[src/hdl/clock_gate_pkg.sv]
// Behaviour
// - each writable bit of the deep-sleep gating register is the clock enable of exactly one unit.
// - a set gating bit delivers a clock to its unit so that the unit runs.
// - a clear gating bit stops the unit clock and holds the unit disabled.
// - an access aimed at a unit whose clock is off is answered with a bus fault.
// - reset clears the register to zero so every unit starts unclocked; writable bits are read/write.
// - the deep-sleep gating register decodes at offset 0x124 from the system control base.
// - run, sleep and deep-sleep gating registers exist in parallel for the same units.
// - sleep and deep-sleep gating apply only while the automatic gating bit is set.
// - bit 24 gates analog comparator 0.
// - bit 18 gates general-purpose timer 2.
// - bit 17 gates general-purpose timer 1.
// - bit 16 gates general-purpose timer 0.
// - bit 12 gates two-wire serial module 0.
// - bit 4 gates synchronous serial module 0.
// - bit 1 gates asynchronous serial module 1 and bit 0 asynchronous serial module 0.
package clock_gate_pkg;

    // ****************************************
    // register map
    // ****************************************
    localparam logic [31:0] SYS_CTRL_BASE          = 32'h400f_e000;
    localparam logic [11:0] RUN_CLOCK_CONFIG_OFS   = 12'h060;
    localparam logic [11:0] RUN_CLOCK_GATE_1_OFS   = 12'h104;
    localparam logic [11:0] SLEEP_CLOCK_GATE_1_OFS = 12'h114;
    localparam logic [11:0] DEEP_CLOCK_GATE_1_OFS  = 12'h124;
    localparam logic [11:0] IRQ_STATUS_OFS         = 12'h200;
    localparam logic [11:0] IRQ_MASK_OFS           = 12'h204;
    localparam logic [11:0] FAULT_UNIT_OFS         = 12'h208;

    // ****************************************
    // field positions and reset values
    // ****************************************
    localparam int          COMPARATOR_BIT   = 24;
    localparam int          GP_TIMER_2_BIT   = 18;
    localparam int          GP_TIMER_1_BIT   = 17;
    localparam int          GP_TIMER_0_BIT   = 16;
    localparam int          TWO_WIRE_BIT     = 12;
    localparam int          SYNC_SERIAL_BIT  = 4;
    localparam int          ASYNC_1_BIT      = 1;
    localparam int          ASYNC_0_BIT      = 0;
    localparam int          AUTO_GATE_BIT    = 27;
    localparam int          FAULT_EVENT_BIT  = 0;
    localparam int          DEEP_EVENT_BIT   = 1;
    localparam logic [31:0] GATE_WRITE_MASK  = 32'h0107_1013;
    localparam logic [31:0] GATE_RESET       = 32'h0000_0000;
    localparam logic        AUTO_GATE_RESET  = 1'h0;
    localparam logic [1:0]  IRQ_RESET        = 2'h0;

    // ****************************************
    // types
    // ****************************************
    typedef struct packed {
        logic comparator_gate;
        logic gp_timer_2_gate;
        logic gp_timer_1_gate;
        logic gp_timer_0_gate;
        logic two_wire_port_gate;
        logic sync_serial_port_gate;
        logic async_serial_1_gate;
        logic async_serial_0_gate;
    } unit_gates_t;

    typedef struct packed {
        logic [11:0] addr;
        logic [31:0] wdata;
        logic        wr;
        logic        rd;
    } reg_req_t;

endpackage

[src/hdl/deep_sleep_clock_gating_one.sv]
// The address-and-strobe port was left to the implementer.
`timescale 1ns/10ps
module deep_sleep_clock_gating_one
    import clock_gate_pkg::*;
(
    // clock and reset
    input  wire logic        sys_clk,
    input  wire logic        rst,
    // register port
    input  wire reg_req_t    reg_req,
    output logic [31:0]      rdata,
    // power mode from the power controller
    input  wire logic        sleep_mode,
    input  wire logic        deep_sleep_mode,
    // peripheral access check
    input  wire logic        periph_req,
    input  wire unit_gates_t periph_sel,
    output logic             periph_ack,
    output logic             bus_fault,
    // unit clock enables
    output unit_gates_t      unit_en,
    // interrupt
    output logic             irq
);

    // ****************************************
    // state
    // ****************************************
    typedef struct packed {
        logic [31:0] run_clock_gate_1;
        logic [31:0] sleep_clock_gate_1;
        logic [31:0] deep_sleep_clock_gate_1;
        logic        auto_gate_select;
        logic [1:0]  irq_status;
        logic [1:0]  irq_mask;
        unit_gates_t fault_unit;
        unit_gates_t unit_en;
        logic        in_deep;
        logic [31:0] rdata;
        logic        periph_ack;
        logic        bus_fault;
        logic        irq;
    } state_t;

    state_t st;
    state_t next_st;

    // ****************************************
    // helpers
    // ****************************************
    function automatic unit_gates_t gates_of(input logic [31:0] r);
        unit_gates_t g;
        g.comparator_gate       = r[COMPARATOR_BIT];
        g.gp_timer_2_gate       = r[GP_TIMER_2_BIT];
        g.gp_timer_1_gate       = r[GP_TIMER_1_BIT];
        g.gp_timer_0_gate       = r[GP_TIMER_0_BIT];
        g.two_wire_port_gate    = r[TWO_WIRE_BIT];
        g.sync_serial_port_gate = r[SYNC_SERIAL_BIT];
        g.async_serial_1_gate   = r[ASYNC_1_BIT];
        g.async_serial_0_gate   = r[ASYNC_0_BIT];
        return g;
    endfunction

    function automatic logic [31:0] widen(input logic [1:0] v);
        return {30'h0000_0000, v};
    endfunction

    function automatic logic [31:0] widen_gates(input unit_gates_t g);
        return {24'h00_0000, g};
    endfunction

    // ****************************************
    // next state
    // ****************************************
    logic        fault_now;
    logic        deep_entry;
    logic [31:0] gate_wdata;
    logic [1:0]  event_set;
    logic [1:0]  status_clr;

    always_comb
    begin
        next_st    = st;
        gate_wdata = reg_req.wdata & GATE_WRITE_MASK;
        fault_now  = periph_req && ((periph_sel & ~st.unit_en) != '0);
        deep_entry = st.auto_gate_select && deep_sleep_mode && !st.in_deep;
        event_set  = '0;
        status_clr = '0;
        event_set[FAULT_EVENT_BIT] = fault_now;
        event_set[DEEP_EVENT_BIT]  = deep_entry;

        // register writes
        if (reg_req.wr)
        begin
            unique case (reg_req.addr)
                RUN_CLOCK_CONFIG_OFS:
                    next_st.auto_gate_select = reg_req.wdata[AUTO_GATE_BIT];
                RUN_CLOCK_GATE_1_OFS:
                    next_st.run_clock_gate_1 = gate_wdata;
                SLEEP_CLOCK_GATE_1_OFS:
                    next_st.sleep_clock_gate_1 = gate_wdata;
                DEEP_CLOCK_GATE_1_OFS:
                    next_st.deep_sleep_clock_gate_1 = gate_wdata;
                IRQ_STATUS_OFS:
                    status_clr = reg_req.wdata[1:0];
                IRQ_MASK_OFS:
                    next_st.irq_mask = reg_req.wdata[1:0];
                default:
                    next_st.irq_mask = st.irq_mask;
            endcase
        end

        // sticky events, a set wins over a clear
        next_st.irq_status = (st.irq_status & ~status_clr) | event_set;
        next_st.irq        = (next_st.irq_status & next_st.irq_mask) != '0;

        // register reads, data stand one cycle later
        next_st.rdata = '0;
        if (reg_req.rd)
        begin
            unique case (reg_req.addr)
                RUN_CLOCK_CONFIG_OFS:
                    next_st.rdata[AUTO_GATE_BIT] = st.auto_gate_select;
                RUN_CLOCK_GATE_1_OFS:
                    next_st.rdata = st.run_clock_gate_1;
                SLEEP_CLOCK_GATE_1_OFS:
                    next_st.rdata = st.sleep_clock_gate_1;
                DEEP_CLOCK_GATE_1_OFS:
                    next_st.rdata = st.deep_sleep_clock_gate_1;
                IRQ_STATUS_OFS:
                    next_st.rdata = widen(st.irq_status);
                IRQ_MASK_OFS:
                    next_st.rdata = widen(st.irq_mask);
                FAULT_UNIT_OFS:
                    next_st.rdata = widen_gates(st.fault_unit);
                default:
                    next_st.rdata = '0;
            endcase
        end

        // effective unit enables by power mode
        if (!st.auto_gate_select)
            next_st.unit_en = gates_of(st.run_clock_gate_1);
        else if (deep_sleep_mode)
            next_st.unit_en = gates_of(st.deep_sleep_clock_gate_1);
        else if (sleep_mode)
            next_st.unit_en = gates_of(st.sleep_clock_gate_1);
        else
            next_st.unit_en = gates_of(st.run_clock_gate_1);
        next_st.in_deep = st.auto_gate_select && deep_sleep_mode;

        // access answer: fault for an unclocked unit, else acknowledge
        next_st.bus_fault  = fault_now;
        next_st.periph_ack = periph_req && !fault_now;
        if (fault_now)
            next_st.fault_unit = periph_sel & ~st.unit_en;
    end

    // ****************************************
    // registers
    // ****************************************
    always_ff @(posedge sys_clk)
    begin
        if (rst)
        begin
            st                         <= '0;
            st.run_clock_gate_1        <= GATE_RESET;
            st.sleep_clock_gate_1      <= GATE_RESET;
            st.deep_sleep_clock_gate_1 <= GATE_RESET;
            st.auto_gate_select        <= AUTO_GATE_RESET;
            st.irq_status              <= IRQ_RESET;
            st.irq_mask                <= IRQ_RESET;
        end
        else
        begin
            st <= next_st;
        end
    end

    assign rdata      = st.rdata;
    assign periph_ack = st.periph_ack;
    assign bus_fault  = st.bus_fault;
    assign unit_en    = st.unit_en;
    assign irq        = st.irq;

    // ****************************************
    // checks
    // ****************************************
    property p_reset_clear;
        @(posedge sys_clk) $fell(rst) |-> (st.deep_sleep_clock_gate_1 == '0) && (unit_en == '0);
    endproperty
    a_reset_clear: assert property (p_reset_clear) else $error("gating not cleared by reset");

    property p_deep_write;
        @(posedge sys_clk) disable iff (rst)
        reg_req.wr && reg_req.addr == DEEP_CLOCK_GATE_1_OFS
        |=> st.deep_sleep_clock_gate_1 == ($past(reg_req.wdata) & GATE_WRITE_MASK);
    endproperty
    a_deep_write: assert property (p_deep_write) else $error("deep-sleep write not stored");

    property p_deep_read;
        @(posedge sys_clk) disable iff (rst)
        reg_req.rd && reg_req.addr == DEEP_CLOCK_GATE_1_OFS && !reg_req.wr
        |=> rdata == $past(st.deep_sleep_clock_gate_1) && (rdata & ~GATE_WRITE_MASK) == '0;
    endproperty
    a_deep_read: assert property (p_deep_read) else $error("deep-sleep read wrong");

    property p_reserved_zero;
        @(posedge sys_clk) disable iff (rst)
        (st.deep_sleep_clock_gate_1 & ~GATE_WRITE_MASK) == '0;
    endproperty
    a_reserved_zero: assert property (p_reserved_zero) else $error("reserved gating bit set");

    property p_run_write;
        @(posedge sys_clk) disable iff (rst)
        reg_req.wr && reg_req.addr == RUN_CLOCK_GATE_1_OFS
        |=> st.run_clock_gate_1 == ($past(reg_req.wdata) & GATE_WRITE_MASK);
    endproperty
    a_run_write: assert property (p_run_write) else $error("run gating write not stored");

    property p_sleep_write;
        @(posedge sys_clk) disable iff (rst)
        reg_req.wr && reg_req.addr == SLEEP_CLOCK_GATE_1_OFS
        |=> st.sleep_clock_gate_1 == ($past(reg_req.wdata) & GATE_WRITE_MASK);
    endproperty
    a_sleep_write: assert property (p_sleep_write) else $error("sleep gating write not stored");

    property p_read_idle;
        @(posedge sys_clk) disable iff (rst)
        !reg_req.rd |=> rdata == '0;
    endproperty
    a_read_idle: assert property (p_read_idle) else $error("read data outside a read");

    property p_fault;
        @(posedge sys_clk) disable iff (rst)
        periph_req && ((periph_sel & ~unit_en) != '0) |=> bus_fault && !periph_ack;
    endproperty
    a_fault: assert property (p_fault) else $error("access to unclocked unit not faulted");

    property p_no_fault;
        @(posedge sys_clk) disable iff (rst)
        periph_req && ((periph_sel & ~unit_en) == '0) |=> periph_ack && !bus_fault;
    endproperty
    a_no_fault: assert property (p_no_fault) else $error("access to clocked unit faulted");

    property p_idle_quiet;
        @(posedge sys_clk) disable iff (rst)
        !periph_req |=> !bus_fault && !periph_ack;
    endproperty
    a_idle_quiet: assert property (p_idle_quiet) else $error("answer without access");

    property p_fault_unit;
        @(posedge sys_clk) disable iff (rst)
        periph_req && ((periph_sel & ~unit_en) != '0)
        |=> st.fault_unit == $past(periph_sel & ~unit_en);
    endproperty
    a_fault_unit: assert property (p_fault_unit) else $error("faulting unit not recorded");

    property p_fault_sets_status;
        @(posedge sys_clk) disable iff (rst)
        periph_req && ((periph_sel & ~unit_en) != '0) |=> st.irq_status[FAULT_EVENT_BIT];
    endproperty
    a_fault_sets_status: assert property (p_fault_sets_status) else $error("fault event not flagged");

    property p_fault_sticky;
        @(posedge sys_clk) disable iff (rst)
        st.irq_status[FAULT_EVENT_BIT]
        && !(reg_req.wr && reg_req.addr == IRQ_STATUS_OFS && reg_req.wdata[FAULT_EVENT_BIT])
        |=> st.irq_status[FAULT_EVENT_BIT];
    endproperty
    a_fault_sticky: assert property (p_fault_sticky) else $error("fault flag lost");

    property p_set_wins;
        @(posedge sys_clk) disable iff (rst)
        periph_req && ((periph_sel & ~unit_en) != '0) && reg_req.wr && reg_req.addr == IRQ_STATUS_OFS
        |=> st.irq_status[FAULT_EVENT_BIT] ##1 1'b1;
    endproperty
    a_set_wins: assert property (p_set_wins) else $error("fault event lost to clear");

    property p_irq_level;
        @(posedge sys_clk) disable iff (rst)
        irq == ((st.irq_status & st.irq_mask) != '0);
    endproperty
    a_irq_level: assert property (p_irq_level) else $error("interrupt level wrong");

    property p_run_only;
        @(posedge sys_clk) disable iff (rst)
        !st.auto_gate_select ##1 !$past(st.auto_gate_select)
        |-> unit_en == gates_of($past(st.run_clock_gate_1));
    endproperty
    a_run_only: assert property (p_run_only) else $error("sleep gating used without auto gating");

    property p_deep_select;
        @(posedge sys_clk) disable iff (rst)
        st.auto_gate_select && deep_sleep_mode
        |=> unit_en == gates_of($past(st.deep_sleep_clock_gate_1));
    endproperty
    a_deep_select: assert property (p_deep_select) else $error("deep-sleep enables not applied");

    property p_sleep_select;
        @(posedge sys_clk) disable iff (rst)
        st.auto_gate_select && sleep_mode && !deep_sleep_mode
        |=> unit_en == gates_of($past(st.sleep_clock_gate_1));
    endproperty
    a_sleep_select: assert property (p_sleep_select) else $error("sleep enables not applied");

    property p_run_select;
        @(posedge sys_clk) disable iff (rst)
        st.auto_gate_select && !sleep_mode && !deep_sleep_mode
        |=> unit_en == gates_of($past(st.run_clock_gate_1));
    endproperty
    a_run_select: assert property (p_run_select) else $error("run enables not applied");

    property p_deep_entry;
        @(posedge sys_clk) disable iff (rst)
        st.auto_gate_select && deep_sleep_mode && !st.in_deep
        |=> st.irq_status[DEEP_EVENT_BIT];
    endproperty
    a_deep_entry: assert property (p_deep_entry) else $error("deep-sleep entry not flagged");

    property p_comparator_off;
        @(posedge sys_clk) disable iff (rst)
        st.auto_gate_select && deep_sleep_mode && !st.deep_sleep_clock_gate_1[COMPARATOR_BIT]
        |=> !unit_en.comparator_gate;
    endproperty
    a_comparator_off: assert property (p_comparator_off) else $error("comparator clocked while gated");

    property p_gate_on;
        @(posedge sys_clk) disable iff (rst)
        st.auto_gate_select && deep_sleep_mode && st.deep_sleep_clock_gate_1[COMPARATOR_BIT]
        |=> unit_en.comparator_gate;
    endproperty
    a_gate_on: assert property (p_gate_on) else $error("comparator not clocked while enabled");

    property p_timer_bits;
        @(posedge sys_clk) disable iff (rst)
        st.auto_gate_select && deep_sleep_mode
        |=> {unit_en.gp_timer_2_gate, unit_en.gp_timer_1_gate, unit_en.gp_timer_0_gate}
            == $past(st.deep_sleep_clock_gate_1[GP_TIMER_2_BIT:GP_TIMER_0_BIT]);
    endproperty
    a_timer_bits: assert property (p_timer_bits) else $error("timer enables misplaced");

    property p_serial_bits;
        @(posedge sys_clk) disable iff (rst)
        st.auto_gate_select && deep_sleep_mode
        |=> unit_en.two_wire_port_gate == $past(st.deep_sleep_clock_gate_1[TWO_WIRE_BIT])
            && unit_en.sync_serial_port_gate == $past(st.deep_sleep_clock_gate_1[SYNC_SERIAL_BIT])
            && unit_en.async_serial_1_gate == $past(st.deep_sleep_clock_gate_1[ASYNC_1_BIT])
            && unit_en.async_serial_0_gate == $past(st.deep_sleep_clock_gate_1[ASYNC_0_BIT]);
    endproperty
    a_serial_bits: assert property (p_serial_bits) else $error("serial enables misplaced");

endmodule

[config.mk]
export PLATFORM = sky130hd
export DESIGN_NAME = deep_sleep_clock_gating_one
export DESIGN_NICKNAME = d
export VERILOG_FILES = /design/src/hdl/clock_gate_pkg.sv /design/src/hdl/deep_sleep_clock_gating_one.sv
export SDC_FILE = /design/constraint.sdc
export NUM_CORES = 1
export LEC_CHECK = 0
export BUFFER_PORTS_ARGS = -buffer_cell sky130_fd_sc_hd__buf_2
export CORE_ASPECT_RATIO = 1.5
export CORE_MARGIN = 3
export CORE_UTILIZATION = 45
export CTS_CLUSTER_SIZE = 28
export DETAILED_ROUTE_END_ITERATION = 8
export PLACE_DENSITY = 0.75
export SLEW_MARGIN = 30
export SYNTH_ARGS = -nofsm -noshare
export SYNTH_HDL_FRONTEND = slang
export SYNTH_SLANG_ARGS = --single-unit
[constraint.sdc]
create_clock -name sys_clk -period 1.7 [get_ports sys_clk]
set_input_delay 0.17 -clock sys_clk [delete_from_list [all_inputs] [get_ports sys_clk]]
set_output_delay 0.17 -clock sys_clk [all_outputs]
set_load 0.005 [all_outputs]
==> flow_metrics.env <==
export IMPL_outcome="finished, final reports clean"
export IMPL_pwr_share_seq_pct=51.5
export IMPL_ys_seq_elements=63
export IMPL_drv_cap=0
export IMPL_yosysWarnings=0
export IMPL_rsz0062_at_grt="no"
export IMPL_die_x_um=73.0
export IMPL_fmax_mhz=647
export IMPL_vias=2559
export IMPL_syn_to_final_growth_pct=16.5
export IMPL_critPathArrivalTime_ns=1.79
export IMPL_cp_max_fo=10
export IMPL_clk_transition_reported_paths_ns=0.07
export IMPL_ctsHoldBuffers=0
export IMPL_async_flop_share_pct=0
export IMPL_synthFlopType="dfxtp_1"
export IMPL_dr_pass1_iters=4
export IMPL_layout_common_cells="nand2_1, dfxtp_1, buf_2"
export IMPL_setup_viol=0
export IMPL_dp_hpwl_mm=5.37
export IMPL_syn_inst=357
export IMPL_grt_max_degree=28
export IMPL_powerDensity_mw_per_mm2=822
export IMPL_avgSynthCellArea_um2=8.49
export IMPL_path_buf_inv=1
export IMPL_wl_per_cell_um=13.6
export IMPL_finalCritPeriodShare_pct=90.9
export IMPL_syn_area_mm2=0.00303
export IMPL_required_ns=1.94
export IMPL_die_y_um=107
export IMPL_whs_ns=0.0871
export IMPL_cp_start_kind="register"
export IMPL_slowest_stage="dfxtp_1"
export IMPL_dp_cells=485
export IMPL_skew_ns=0.00846
export IMPL_layout_cells_non_filler=501
export IMPL_cts_tree="done"
export IMPL_grt_pass1_vias=2431
export IMPL_cts_setup_buffers=0
export IMPL_sw_frac_of_total_pct=24.3
export IMPL_numCtsBuffers=9
export IMPL_grt_usage_pct=18.1
export IMPL_final_common_cell="nand2_1"
export IMPL_fillers=606
export IMPL_drc=0
export IMPL_cellLeakagePower_uw=0.00153
export IMPL_start_util_pct=46.4
export IMPL_post_route_util_pct=54.1
export IMPL_slew_violations=0
export IMPL_path_cells="nor2b_1, nor4_1, buf_4, a21bo_2, nand2_1, a22o_1"
export IMPL_period_needed_ns=1.54
export IMPL_synth_top_area_share_pct=41.6
export IMPL_yosys_area_top_type="dfxtp_1"
export IMPL_cts_buffer_depth=2
export IMPL_antenna_cells=0
export IMPL_core_mm2=0.00653
export IMPL_fin_nets=479
export IMPL_synth_edf_count=0
export IMPL_ys_seq_area_share_pct=41.6
export IMPL_intPower_uw=2200
export IMPL_cts_max_level=3
export IMPL_critPathTopFamily="simple AND/OR/NAND/NOR gates"
export IMPL_p_clk_share_pct=40.7
export IMPL_cts_sink_count=63
export IMPL_cts_root_buffer="clkbuf_8"
export IMPL_pin_count=102
export IMPL_layout_drive_gt1_share_pct=26.6
export IMPL_grt_pass1_wl_mm=10.9
export IMPL_power_uw=2900
export IMPL_cts_resized=0
export IMPL_dieArea_mm2=0.00778
export IMPL_grt_ovfl_total=0
export IMPL_synthTopCellsByArea="dfxtp_1, buf_4, mux2i_1"
export IMPL_hold_path_class="input pin to register"
export IMPL_end_kind="register"
export IMPL_initialDrtViolationCount=128
export IMPL_p_switching_uw=706
export IMPL_rows=36
export IMPL_routed_wl_mm=6.82
export IMPL_ir_drop_mv=0.416
export IMPL_numPortBuffers=60
export IMPL_gp_congestion=0.907
export IMPL_clk_latency_ns=0.34
export IMPL_viasPerCell=5.11
export IMPL_combPwrFrac_pct=7.8
export IMPL_slowest_delay_ns=0.36
export IMPL_ant_nets=0
export IMPL_antenna_found_initial=0
export IMPL_final_hold_viol_count=0
export IMPL_path_class="register to register"
export IMPL_synth_distinct_cells=37
-- area by class of cell --
type                    count  area, um^2  share of cell area (%)
repair buffers             90         538                    15.2
well taps                  76        95.1                    2.69
clock buffers              12         155                    4.39
clock inverters             4        30.0                   0.850
flip-flops and latches     63        1260                    35.7
inverters                   2        7.51                   0.213
multi-input cells         254        1440                    40.9
-- flip-flops by register name (all words and copies together), names as in the netlist --
signal and cells:
bus_fault 1, irq 1, periph_ack 1, rdata 14, st 38, unit_en 8
-- stage by stage --
stage               setup WS [ns]  area (um^2)  setup TNS, ns
detailed placement        -0.0688         3350         -0.947
global placement          -0.0406         3350         -0.776
global route               0.0518         3530              0
floorplan                   0.114         3090              0
finish                      0.155         3530              0
CTS                         0.135         3530              0
-- cells by family after synthesis --
| kind of cell | after synthesis | synth area share, % |
|---|---|---|
| buffers and inverters | 57 | 12.8 |
| other | 1 | 0.124 |
| multiplexers | 27 | 9.00 |
| AND/OR/NAND/NOR | 156 | 25.9 |
| flip-flops | 63 | 41.6 |
| AO/OA/AOI/OAI | 53 | 10.5 |
-- cell usage after synthesis, types with 3 or more instances --
cell type  count
nand2b_1      14
clkbuf_1       8
a211oi_1       9
nor3_1         3
a21oi_1       25
nor4_1         4
dfxtp_1       63
and2_1        10
a22oi_1        5
nand4_1        4
nand3_1        3
buf_4         44
o21ai_0        9
nor2b_1       14
and3_1         6
nor2_1        23
nand2_1       66
mux2i_1       25
-- worst reg2reg max path: cells and delay by family, from the launching register on --
kind	cells	cell delay, ns
and+or+nand+nor	3	0.47
AOI/OAI and AO/OA	2	0.45
buffers and inverters	1	0.17
DFF	1	0.36
-- worst paths after layout --
path,cells after the start,from,slack (ns),to
setup / recovery,6,unit_en[3],0.16,irq
hold / removal,3,reg_req[19],0.09,st[74]
setup reg to reg,6,unit_en[3],0.16,irq
hold reg to reg,2,st[50],0.45,st[50]
-- metal layers --
metal | routed length (um) | vias to the layer above | GRT usage (%)
met5 | 0 | - | 0
met4 | 208 | 0 | 9.76
met3 | 420 | 18 | 5.11
met2 | 3610 | 80 | 32.1
met1 | 2580 | 1183 | 18.6
li1 | - | 1278 | -
-- power by group through the flow --
| stage | logic [uW] | registers, uW | clock network [uW] |
|---|---|---|---|
| after floorplan | 146 | 1530 | 0 |
| after global placement | 219 | 1530 | 0 |
| after detailed placement | 223 | 1530 | 0 |
| after CTS | 224 | 1490 | 1210 |
| after global routing | 249 | 1500 | 1260 |
| final | 226 | 1490 | 1180 |
Note: power is estimated with default switching activity, not from simulation.
